==> config.mk <==
export PLATFORM = sky130hd
export DESIGN_NAME = rpi_panel
export DESIGN_NICKNAME = d
export VERILOG_FILES = /design/src/core/rpi_pkg.sv /design/src/core/rpi_sync.sv /design/src/core/rpi_timer.sv /design/src/core/rpi_panel.sv
export SDC_FILE = /design/constraint.sdc
export NUM_CORES = 1
export LEC_CHECK = 0
export CORE_ASPECT_RATIO = 0.9
export CORE_MARGIN = 2
export CORE_UTILIZATION = 63
export CTS_CLUSTER_SIZE = 24
export DETAILED_ROUTE_END_ITERATION = 10
export DONT_BUFFER_PORTS = 1
export PLACE_DENSITY = 0.75
export SLEW_MARGIN = 20
export SYNTH_ARGS = -nofsm -noshare
export SYNTH_HDL_FRONTEND = slang
export SYNTH_SLANG_ARGS = --single-unit
==> constraint.sdc <==
create_clock -name i_core_clk -period 3.35 [get_ports i_core_clk]
set_clock_uncertainty 0.05 [all_clocks]
set_input_delay 0.335 -clock i_core_clk [delete_from_list [all_inputs] [get_ports i_core_clk]]
set_output_delay 0.335 -clock i_core_clk [all_outputs]
set_load 0.02 [all_outputs]
==> src/core/rpi_pkg.sv <==
/*
 Shared constants, types and register map of the recloser panel interlock.
 Assumes a single 100 MHz core clock and a synchronous active-high reset.
*/
package rpi_pkg;

   // ****************************************
   // Timing
   // ****************************************
   localparam longint CLK_HZ = 100_000_000;
   localparam longint WINDOW_S = 10;
   localparam longint PSAVE_MIN = 10;
   localparam longint SEC_PER_MIN = 60;
   localparam longint MS_PER_S = 1000;
   localparam longint WINDOW_CYC = WINDOW_S * CLK_HZ;
   localparam longint PSAVE_CYC = PSAVE_MIN * SEC_PER_MIN * CLK_HZ;
   localparam longint CYC_PER_MS = CLK_HZ / MS_PER_S;
   localparam int TW = 36;
   localparam int MSW = 17;
   localparam logic [8:0] BLINK_MS = 9'h1F4;

   // ****************************************
   // Register map
   // ****************************************
   localparam int AW = 8;
   localparam logic [AW-1:0] ADDR_CTRL = 8'h00;
   localparam logic [AW-1:0] ADDR_HLT_DLY = 8'h04;
   localparam logic [AW-1:0] ADDR_CMD = 8'h08;
   localparam logic [AW-1:0] ADDR_STATUS = 8'h0C;
   localparam int CTRL_MODE = 0;
   localparam int CTRL_PSAVE_EN = 2;
   localparam int CTRL_COLD_LOAD_PICKUP_EN = 3;
   localparam int CTRL_FAST_OFF = 4;
   localparam int CMD_HLT_SET = 0;
   localparam int CMD_HLT_CLR = 1;
   localparam int CMD_GND_SET = 2;
   localparam int CMD_GND_CLR = 3;
   localparam int CMD_NRC_SET = 4;
   localparam int CMD_NRC_CLR = 5;
   localparam int CMD_COLD_LOAD_PICKUP_CLR = 6;
   localparam int CMD_CLOSE = 8;
   localparam int CMD_TRIP = 12;
   localparam int ST_HLT_SRC = 0;
   localparam int ST_LOCK = 4;
   localparam int ST_FUNC = 8;
   localparam int ST_WIN = 17;
   localparam int ST_COLD_LOAD_PICKUP = 18;
   localparam int ST_DARK = 19;
   localparam int ST_HLT = 20;

   // ****************************************
   // Function keys and modes
   // ****************************************
   localparam int NFK = 9;
   localparam int FK_GND = 0;
   localparam int FK_NRC = 1;
   localparam int FK_SUP = 2;
   localparam int FK_PHS = 3;
   localparam logic [2:0] PH_ALL = 3'h7;

   typedef enum logic [1:0] {
      MODE_GANGED = 2'h0,
      MODE_SP3L = 2'h1,
      MODE_SPSL = 2'h2
   } rpi_mode_t;

   typedef enum logic {
      WIN_IDLE = 1'h0,
      WIN_OPEN = 1'h1
   } rpi_win_t;

   // ****************************************
   // Carriers
   // ****************************************
   typedef struct packed {
      logic hlt_toggle;
      logic trip_pb;
      logic close_pb;
      logic change_key;
      logic [NFK-1:0] fkey;
      logic [2:0] handle_open;
      logic scada_hlt;
      logic io_gnd_blk;
      logic io_non_recl;
   } rpi_pins_t;

   typedef struct packed {
      logic [2:0] pickup;
      logic [2:0] first_time_current_curve_trip;
      logic [2:0] auto_close;
      logic [2:0] closed;
      logic [2:0] seq_lockout;
   } rpi_prot_t;

   typedef struct packed {
      logic [2:0] close;
      logic [2:0] trip;
      logic [2:0] seq_home;
   } rpi_cmd_t;

   typedef struct packed {
      logic hlt_one_shot;
      logic cold_load_pickup;
      logic non_recl;
      logic fast_off;
      logic gnd_off;
   } rpi_prof_t;

   typedef struct packed {
      logic hlt;
      logic open;
      logic closed;
      logic lockout;
      logic [NFK-1:0] fkey;
   } rpi_leds_t;

endpackage

==> src/core/rpi_sync.sv <==
/*
 Three-stage synchroniser for panel and discrete pins.
 Assumes asynchronous inputs; output rises only once stages two and three agree high, and falls as soon as they differ.
*/
`timescale 1ns/1ns
`default_nettype none
module rpi_sync
   import rpi_pkg::*;
#(
   parameter int W = 1
)
(
   input wire logic i_core_clk,
   input wire logic i_srst,
   input wire logic [W-1:0] i_async,
   output logic [W-1:0] o_sync
);

   typedef struct packed {
      logic [W-1:0] s1;
      logic [W-1:0] s2;
      logic [W-1:0] s3;
      logic [W-1:0] out;
   } rpi_sync_st_t;

   rpi_sync_st_t q;
   rpi_sync_st_t d;

   always_comb
   begin
      d = q;
      d.s1 = i_async;
      d.s2 = q.s1;
      d.s3 = q.s2;
      // Agreement of two settled stages filters a single high metastable sample; a single low sample clears the output
      d.out = (q.s2 & q.s3) | (q.out & ~(q.s2 ^ q.s3));
   end

   always_ff @(posedge i_core_clk)
   begin
      if (i_srst)
      begin
         q <= '0;
      end
      else
      begin
         q <= d;
      end
   end

   assign o_sync = q.out;

endmodule
`default_nettype wire

==> src/core/rpi_timer.sv <==
/*
 One-shot down counter used for the change window and the power-save timeout.
 Assumes load and stop are single-cycle pulses from the same clock.
*/
`timescale 1ns/1ns
`default_nettype none
module rpi_timer
   import rpi_pkg::*;
(
   input wire logic i_core_clk,
   input wire logic i_srst,
   input wire logic i_load,
   input wire logic i_stop,
   input wire logic [TW-1:0] i_count,
   output logic o_busy,
   output logic o_done
);

   typedef struct packed {
      logic [TW-1:0] cnt;
      logic busy;
      logic done;
   } rpi_tmr_st_t;

   rpi_tmr_st_t q;
   rpi_tmr_st_t d;

   always_comb
   begin
      d = q;
      d.done = 1'b0;
      if (i_load)
      begin
         d.cnt = i_count;
         d.busy = 1'b1;
      end
      else if (i_stop)
      begin
         d.busy = 1'b0;
      end
      else if (q.busy)
      begin
         d.cnt = q.cnt - {{(TW-1){1'b0}}, 1'b1};
         if (q.cnt <= {{(TW-1){1'b0}}, 1'b1})
         begin
            d.busy = 1'b0;
            d.done = 1'b1;
         end
      end
   end

   always_ff @(posedge i_core_clk)
   begin
      if (i_srst)
      begin
         q <= '0;
      end
      else
      begin
         q <= d;
      end
   end

   assign o_busy = q.busy;
   assign o_done = q.done;

endmodule
`default_nettype wire

==> src/core/rpi_panel.sv <==
/*
 Operator-panel command and interlock logic of a three-pole recloser control.
 Assumes protection sequencing, curves and metering live outside; pins are async.
*/
`timescale 1ns/1ns
`default_nettype none
// Function
// RL1: live-work tag blocks every close
// RL2: tag activation never trips by itself
// RL3: tag gives one trip on faster curve
// RL4: tag overrides cold-load, reclose-inhibit, fast-off
// RL5: tag active while any source requests
// RL6: each source clears only its own request
// RL7: power save darkens LEDs except tag
// RL8: trip button opens and locks out
// RL9: close button homes sequence and closes
// RL10: close malfunction alarm blocks closing
// RL11: close from lockout starts cold-load pickup
// RL12: key LEDs show function state always; power save blanks them
// RL13: change key opens ten-second toggle window
// RL14: one toggle per window, then closes
// RL15: ground block disables ground sensing
// RL16: reclose inhibit stops automatic reclosing only
// RL17: supervisory off blocks rear and discrete commands; tag requests and cold-load clear still pass
// RL18: supervisory off changed only from panel
// RL19: single-pole lockout acts on selected phases
// RL20: three-pole lockout modes select all phases
// RL21: handle open locks out all phases
// RL22: single-pole handle open affects one phase
// RL23: unchosen window keeps prior setting
// RL24: handle close position never closes
module rpi_panel
   import rpi_pkg::*;
#(
   parameter logic [TW-1:0] P_WINDOW_CYC = TW'(WINDOW_CYC),
   parameter logic [TW-1:0] P_PSAVE_CYC = TW'(PSAVE_CYC),
   parameter logic [MSW-1:0] P_CYC_PER_MS = MSW'(CYC_PER_MS)
)
(
   input wire logic i_core_clk,
   input wire logic i_srst,
   input wire logic [AW-1:0] i_addr,
   input wire logic [31:0] i_wdata,
   input wire logic i_wr,
   input wire logic i_rd,
   output logic [31:0] o_rdata,
   input wire rpi_pins_t i_pins,
   input wire rpi_prot_t i_prot,
   input wire logic i_close_malf,
   output rpi_cmd_t o_cmd,
   output rpi_prof_t o_prof,
   output rpi_leds_t o_leds
);

   typedef struct packed {
      rpi_mode_t mode;
      logic psave_off;
      logic cold_load_pickup_en;
      logic fast_off;
      logic [15:0] hlt_dly;
      logic hlt_ser;
      logic [NFK-1:0] func;
      logic [2:0] lockout;
      logic cold_load_pickup;
      rpi_win_t win;
      rpi_pins_t prev;
      logic [MSW-1:0] ms_div;
      logic [15:0] hlt_ms;
      logic [8:0] blink_ms;
      logic blink;
      logic dark;
      logic [31:0] rdata;
      rpi_cmd_t cmd;
      rpi_prof_t prof;
      rpi_leds_t leds;
   } rpi_st_t;

   rpi_st_t q;
   rpi_st_t d;
   rpi_pins_t p;
   rpi_pins_t rise;
   rpi_pins_t fall;
   logic win_load;
   logic win_stop;
   logic win_done;
   logic ps_load;
   logic ps_busy;
   logic ps_done;

   // Steady when all three agree, blinking when only some are set
   function automatic logic led3(input logic [2:0] v, input logic blink);
      led3 = (&v) | ((|v) & blink);
   endfunction

   // Lowest set bit, so simultaneous presses toggle only one function
   function automatic logic [NFK-1:0] first_one(input logic [NFK-1:0] v);
      first_one = v & (~v + {{(NFK-1){1'b0}}, 1'b1});
   endfunction

   rpi_sync #(
      .W($bits(rpi_pins_t))
   ) u_sync (
      .i_core_clk(i_core_clk),
      .i_srst(i_srst),
      .i_async(i_pins),
      .o_sync(p)
   );

   rpi_timer u_win (
      .i_core_clk(i_core_clk),
      .i_srst(i_srst),
      .i_load(win_load),
      .i_stop(win_stop),
      .i_count(P_WINDOW_CYC),
      .o_busy(),
      .o_done(win_done)
   );

   rpi_timer u_psave (
      .i_core_clk(i_core_clk),
      .i_srst(i_srst),
      .i_load(ps_load),
      .i_stop(1'b0),
      .i_count(P_PSAVE_CYC),
      .o_busy(ps_busy),
      .o_done(ps_done)
   );

   assign rise = rpi_pins_t'(p & ~q.prev);
   assign fall = rpi_pins_t'(~p & q.prev);

   always_comb
   begin
      logic spsl;
      logic sup_off;
      logic hlt;
      logic wr_cmd;
      logic panel_op;
      logic hlt_fire;
      logic ms_tick;
      logic close_ok;
      logic [2:0] sel;
      logic [2:0] sup_close;
      logic [2:0] sup_trip;
      logic [2:0] close_req;
      logic [2:0] trips;
      logic [2:0] lock_set;
      logic [2:0] htrip;
      logic [NFK-1:0] pick;
      logic [31:0] st;
      spsl = 1'b0;
      sup_off = 1'b0;
      hlt = 1'b0;
      wr_cmd = 1'b0;
      panel_op = 1'b0;
      hlt_fire = 1'b0;
      ms_tick = 1'b0;
      close_ok = 1'b0;
      sel = '0;
      sup_close = '0;
      sup_trip = '0;
      close_req = '0;
      trips = '0;
      lock_set = '0;
      htrip = '0;
      pick = '0;
      st = '0;
      d = q;
      d.prev = p;
      win_load = 1'b0;
      win_stop = 1'b0;

      spsl = (q.mode == MODE_SPSL);
      sup_off = q.func[FK_SUP];
      // RL20 all phases held
      sel = spsl ? q.func[FK_PHS+:3] : PH_ALL;

      // ****************************************
      // Register bus
      // ****************************************
      if (i_wr)
      begin
         if (i_addr == ADDR_CTRL)
         begin
            d.mode = rpi_mode_t'(i_wdata[CTRL_MODE+:2]);
            d.psave_off = ~i_wdata[CTRL_PSAVE_EN];
            d.cold_load_pickup_en = i_wdata[CTRL_COLD_LOAD_PICKUP_EN];
            d.fast_off = i_wdata[CTRL_FAST_OFF];
         end
         else if (i_addr == ADDR_HLT_DLY)
         begin
            d.hlt_dly = i_wdata[15:0];
         end
         else if (i_addr == ADDR_CMD)
         begin
            wr_cmd = 1'b1;
         end
      end
      // RL17 rear commands gated
      if (wr_cmd && !sup_off)
      begin
         sup_close = i_wdata[CMD_CLOSE+:3];
         sup_trip = i_wdata[CMD_TRIP+:3];
      end

      // ****************************************
      // Live-work tag
      // ****************************************
      // RL6 serial request owned by serial
      if (wr_cmd)
      begin
         d.hlt_ser = (q.hlt_ser & ~i_wdata[CMD_HLT_CLR]) | i_wdata[CMD_HLT_SET];
      end
      // RL5 any source holds
      hlt = p.hlt_toggle | q.hlt_ser | p.scada_hlt;

      d.ms_div = q.ms_div + {{(MSW-1){1'b0}}, 1'b1};
      if (q.ms_div >= P_CYC_PER_MS - {{(MSW-1){1'b0}}, 1'b1})
      begin
         d.ms_div = '0;
         ms_tick = 1'b1;
      end
      if (hlt && (|i_prot.pickup))
      begin
         if (ms_tick && q.hlt_ms != 16'hFFFF)
         begin
            d.hlt_ms = q.hlt_ms + 16'h0001;
         end
      end
      else
      begin
         d.hlt_ms = '0;
      end
      // RL3 faster of delay or first curve
      hlt_fire = hlt && (|i_prot.pickup) &&
                 ((q.hlt_ms >= q.hlt_dly) || (|i_prot.first_time_current_curve_trip));
      // RL2 trip only on a fault, never on activation
      if (hlt_fire)
      begin
         htrip = (spsl ? i_prot.pickup : PH_ALL) & ~q.lockout;
      end

      // ****************************************
      // Trip and lockout
      // ****************************************
      // RL8 trip button
      // RL19 selected phases only
      if (rise.trip_pb)
      begin
         trips = sel;
      end
      if (|rise.handle_open)
      begin
         // RL22 single phase
         // RL21 all three lock out
         trips = trips | (spsl ? rise.handle_open : PH_ALL);
      end
      trips = trips | htrip | sup_trip;
      lock_set = trips | i_prot.seq_lockout;
      if (!spsl && (|lock_set))
      begin
         lock_set = PH_ALL;
      end

      // ****************************************
      // Close
      // ****************************************
      // RL1 tag blocks close
      // RL10 malfunction blocks close
      close_ok = !hlt && !i_close_malf;
      // RL9 close button
      if (rise.close_pb)
      begin
         close_req = sel;
      end
      // RL16 only automatic reclosing inhibited
      if (!q.func[FK_NRC])
      begin
         close_req = close_req | (i_prot.auto_close & ~q.lockout);
      end
      // RL24 closes come only from commands
      close_req = close_req | sup_close;
      d.cmd.close = close_ok ? close_req : 3'h0;
      d.cmd.trip = trips;
      d.cmd.seq_home = (close_ok && rise.close_pb) ? sel : 3'h0;
      // Set wins over clear when a lockout arrives with a close
      d.lockout = (q.lockout & ~d.cmd.close) | lock_set;

      // RL11 cold-load start from lockout
      if (close_ok && rise.close_pb && q.cold_load_pickup_en && (|(sel & q.lockout)) &&
          (|(sel & ~i_prot.closed)))
      begin
         d.cold_load_pickup = 1'b1;
      end
      else if ((|lock_set) || (wr_cmd && i_wdata[CMD_COLD_LOAD_PICKUP_CLR]))
      begin
         d.cold_load_pickup = 1'b0;
      end

      // ****************************************
      // Change window and function keys
      // ****************************************
      case (q.win)
         WIN_IDLE:
         begin
            if (rise.change_key)
            begin
               d.win = WIN_OPEN;
               win_load = 1'b1;
            end
         end
         WIN_OPEN:
         begin
            // RL13 toggle within window
            // RL14 one change then close
            if (|rise.fkey)
            begin
               pick = first_one(rise.fkey);
               d.func = q.func ^ pick;
               d.win = WIN_IDLE;
               win_stop = 1'b1;
            end
            // RL23 timeout keeps setting
            else if (win_done)
            begin
               d.win = WIN_IDLE;
            end
         end
         default:
         begin
            d.win = WIN_IDLE;
         end
      endcase

      // RL18 supervisory off never set remotely
      if (wr_cmd && !sup_off)
      begin
         d.func[FK_GND] = (d.func[FK_GND] & ~i_wdata[CMD_GND_CLR]) |
                          i_wdata[CMD_GND_SET];
         d.func[FK_NRC] = (d.func[FK_NRC] & ~i_wdata[CMD_NRC_CLR]) |
                          i_wdata[CMD_NRC_SET];
      end
      if (!sup_off)
      begin
         d.func[FK_GND] = (d.func[FK_GND] & ~fall.io_gnd_blk) | rise.io_gnd_blk;
         d.func[FK_NRC] = (d.func[FK_NRC] & ~fall.io_non_recl) | rise.io_non_recl;
      end

      // ****************************************
      // Profile outputs
      // ****************************************
      // RL4 tag overrides cold-load, reclose-inhibit and fast-off
      d.prof.hlt_one_shot = hlt;
      d.prof.cold_load_pickup = q.cold_load_pickup & ~hlt;
      d.prof.non_recl = q.func[FK_NRC] & ~hlt;
      d.prof.fast_off = q.fast_off & ~hlt;
      // RL15 ground sensing off
      d.prof.gnd_off = q.func[FK_GND];

      // ****************************************
      // Indicators and power save
      // ****************************************
      if (ms_tick)
      begin
         d.blink_ms = q.blink_ms + 9'h001;
         if (q.blink_ms >= BLINK_MS - 9'h001)
         begin
            d.blink_ms = '0;
            d.blink = ~q.blink;
         end
      end
      panel_op = rise.trip_pb | rise.close_pb | rise.change_key | (|rise.fkey) |
                 (p.hlt_toggle ^ q.prev.hlt_toggle);
      ps_load = panel_op | (!ps_busy && !q.dark);
      // RL7 dark after idle
      if (panel_op || q.psave_off)
      begin
         d.dark = 1'b0;
      end
      else if (ps_done)
      begin
         d.dark = 1'b1;
      end
      d.leds.hlt = hlt;
      d.leds.open = led3(~i_prot.closed, q.blink) & ~q.dark;
      d.leds.closed = led3(i_prot.closed, q.blink) & ~q.dark;
      d.leds.lockout = led3(q.lockout, q.blink) & ~q.dark;
      // RL12 state regardless of source
      d.leds.fkey = q.func & {NFK{~q.dark}};
      d.leds.fkey[FK_PHS+:3] = sel & {3{~q.dark}};

      // ****************************************
      // Read data
      // ****************************************
      st[ST_HLT_SRC+:3] = {p.scada_hlt, q.hlt_ser, p.hlt_toggle};
      st[ST_LOCK+:3] = q.lockout;
      st[ST_FUNC+:NFK] = q.func;
      st[ST_WIN] = (q.win == WIN_OPEN);
      st[ST_COLD_LOAD_PICKUP] = q.cold_load_pickup;
      st[ST_DARK] = q.dark;
      st[ST_HLT] = hlt;
      d.rdata = '0;
      if (i_rd)
      begin
         if (i_addr == ADDR_CTRL)
         begin
            d.rdata[CTRL_MODE+:2] = q.mode;
            d.rdata[CTRL_PSAVE_EN] = ~q.psave_off;
            d.rdata[CTRL_COLD_LOAD_PICKUP_EN] = q.cold_load_pickup_en;
            d.rdata[CTRL_FAST_OFF] = q.fast_off;
         end
         else if (i_addr == ADDR_HLT_DLY)
         begin
            d.rdata[15:0] = q.hlt_dly;
         end
         else if (i_addr == ADDR_STATUS)
         begin
            d.rdata = st;
         end
      end
   end

   always_ff @(posedge i_core_clk)
   begin
      if (i_srst)
      begin
         q <= '0;
      end
      else
      begin
         q <= d;
      end
   end

   assign o_rdata = q.rdata;
   assign o_cmd = q.cmd;
   assign o_prof = q.prof;
   assign o_leds = q.leds;

endmodule
`default_nettype wire

==> impl_results.md <==
- Outcome: completed
- ANT nets after route: 0
- Post-synthesis cell type count: 61
- Worst Setup SP: u_win.q[4]$_SDFFE_PP0P_
- DR vias/cell: 5.505
- Largest cells by area after synthesis: dfxtp_1, nor2_1, xnor2_1
- Largest net degree at the start of global routing: 169
- Leak: 0.005461 uW
- CTS tree: built
- IO Port Bufs: 0
- Core area: 19,280 um^2
- DRT iter0 DRCs: 541
- Dpl ws: 0.4654 ns
- Antenna diode count: 0
- Synth Flop Type: dfxtp_1
- Slew Limit Fails: 0
- Post-Syn Area: 12,420 um^2
- HP Start: i_prot[5]
- Setup TNS: 0 ns
- Synth warn: 0
- Wire length per cell: 15.60 um
- Area growth syn-to-layout: 10.67%
- Worst Tran Pin Value: 1.102 ns
- Wirelength, routed: 25,330 um
- Number of synthesized flops with an enable pin: 0
- Die W: 152 um
- PostCTS Resize Cnt: 0
- CTS Buf Count: 29
- Final Critical Period: 2.931 ns
- Fmax: 0.3412 GHz
- Slew margin rel.: 0.2626
- Worst Hold Class: in -> reg
- CTS root buffer: clkbuf_16
- Synth Instances: 1,364
- Mean post-synth cell area: 9.105 um^2
- Asr flop ratio synth: 0
- Period utilisation layout: 0.8748
- Final setup violation count: 0
- Routed vias: 8,940
- Power per cell area: 553.7 nW/um^2
- CP required: 3.70 ns
- Row count: 48
- Clock Tree Buf Depth: 3
- Die area: 20,850 um^2
- Gr usage total: 0.2387
- Kind of critical path: reg -> reg
- Final hold vios: 0
- Critical path endpoint category: register
- Worst skew pair latency: 0.54 ns
- Fraction of layout cells with a size suffix above 1: 0.06114
- FF-to-FF Start: u_win.q[4]$_SDFFE_PP0P_
- Number of global-route vias before repair: 8,202
- Synthesized flop and latch total: 297
- VDD IR max: 530.8 uV
- RSZ-0062 raised after global routing: no
- First-pass GRT wire length: 40,680 um
- # DRC: 0
- Post-synthesis sequential area ratio: 0.4787
- H-tree depth: 1
- Worst EP arrival: 3.28 ns
- Total power draw: 7610 uW
- Nets: 1,474
- Max-cap violations: 0
- IO Pins: 138
- Detailed Place HPWL: 16,830 um
- Initial antenna violation count: 0
- Die Y: 137.2 um
- CTS clock-pin slew for the worst setup and hold paths: 0.07 ns
- Total gr overflow: 0
- Routability cong.: 0.9121
- Top cell type's share of synthesized area: 0.4787
- Synth area leader: dfxtp_1
- Pre-Repair DR Iteration Count: 5
- Worst Slack Setup Final: 0.4193 ns
- TritonCTS Sinks: 297
- Crit Path Max Fanout: 14
- Worst setup SP type: register
- Starting Density: 0.6442
==> repair_timing <==
item                      4_1_cts  5_1_grt
setup buffers                   0        0
hold endpoints to repair      191        0
hold buffers                   44        0
==> report_power, final <==
part | total [uW] | internal [uW] | switching, uW | leakage [uW]
Clock | 3540 | 2200 | 1330 | 0.000522
Sequential | 3670 | 3610 | 61.7 | 0.00241
Combinational | 404 | 172 | 233 | 0.00253
==> Yosys cell counts (all sizes together) (22+ instances only) <==
master  number
dfxtp      297
nor2       213
a21oi       90
nor2b       82
xnor2       69
buf         66
inv         56
nand2       53
clkbuf      44
ha          42
xor2        39
nor3        38
nand3       33
mux2i       31
o21ai       25
nor4        22
==> sequential cells by signal (all words and copies together) (netlist names) <==
signal          count
u_psave.q          36
d                   1
u_psave.o_done      1
u_win.o_busy        1
u_sync.o_sync      19
o_prof              4
o_leds             13
u_win.q            36
u_sync.d           38
u_sync.q           19
o_rdata            21
o_cmd               9
q                  97
u_psave.o_busy      1
u_win.o_done        1
==> cell usage in the layout, fill, tap and decap left out, drive strengths merged, types with 18 or more instances in the layout <==
| master | instances |
|---|---|
| clkbuf | 40 |
| nand3 | 33 |
| nand2b | 19 |
| a21oi | 90 |
| mux2i | 31 |
| xnor2 | 69 |
| nor4 | 22 |
| or3 | 21 |
| nor2b | 82 |
| dlygate4sd3 | 43 |
| xor2 | 39 |
| nor3 | 38 |
| and2 | 18 |
| nand2 | 53 |
| nor2 | 213 |
| ha | 42 |
| dfxtp | 297 |
| o21ai | 25 |
| inv | 57 |
==> layout make-up <==
type | instances | area, um^2
clock buffers | 40 | 837.1
clock inverters | 12 | 217.7
fillers | 1478 | 5534
inverters | 56 | 210.2
multi-input cells | 911 | 5658
flip-flops and latches | 297 | 5946
well taps | 250 | 312.8
repair buffers | 58 | 563.0
==> layer usage <==
metal	vias to the layer above	global-route usage	share of wire
li1	4448	-	-
met1	4156	0.3254	0.46
met2	292	0.3904	0.45
met3	44	0.04593	0.064
met4	0	0.07009	0.025
met5	-	0	0
==> critical path, cell delays in order (launching register included) <==
cell,delay [ns]
dfxtp_1,0.35
or4_4,0.57
nor3_4,0.23
nand3_2,0.17
or4_1,0.75
nor4_1,0.41
xnor2_1,0.16
a21oi_1,0.08
==> stage by stage <==
stage,util,instance area [um^2],hold WS [ns],instances
2_1_floorplan,-,12460,0.3638,1374
3_3_place_gp,0.6345,12230,0.3633,1528
3_5_place_dp,0.6345,12230,0.3689,1528
4_1_cts,0.7129,13740,0.01308,1624
5_1_grt,0.7129,13740,0.02444,1624
6_report,0.7129,13740,0.01318,1624
==> cell families (layout without fill, tap and decap cells) <==
family | after synthesis | after routing | share of synthesized area
adder cells (fa/ha/maj) | 42 | 42 | 0.04231
flip-flops | 297 | 297 | 0.4787
XOR/XNOR | 108 | 108 | 0.07616
AND/OR/NAND/NOR | 566 | 566 | 0.2381
other | 1 | 11 | 0.0003019
buffers and inverters | 166 | 166 | 0.06871
AO/OA/AOI/OAI | 153 | 153 | 0.07072
multiplexers | 31 | 31 | 0.02499
==> worst paths after layout <==
check | endpoint | slack, ns | depth (start not counted)
min | o_leds[11]$_SDFF_PP0_ | 0.01 | 3
max | u_win.q[26]$_SDFFE_PP0P_ | 0.42 | 7
min reg2reg | u_sync.d[36]$_SDFF_PP0_ | 0.38 | 1
max reg2reg | u_win.q[26]$_SDFFE_PP0P_ | 0.42 | 7
Note: power is estimated with default switching activity, not from simulation.
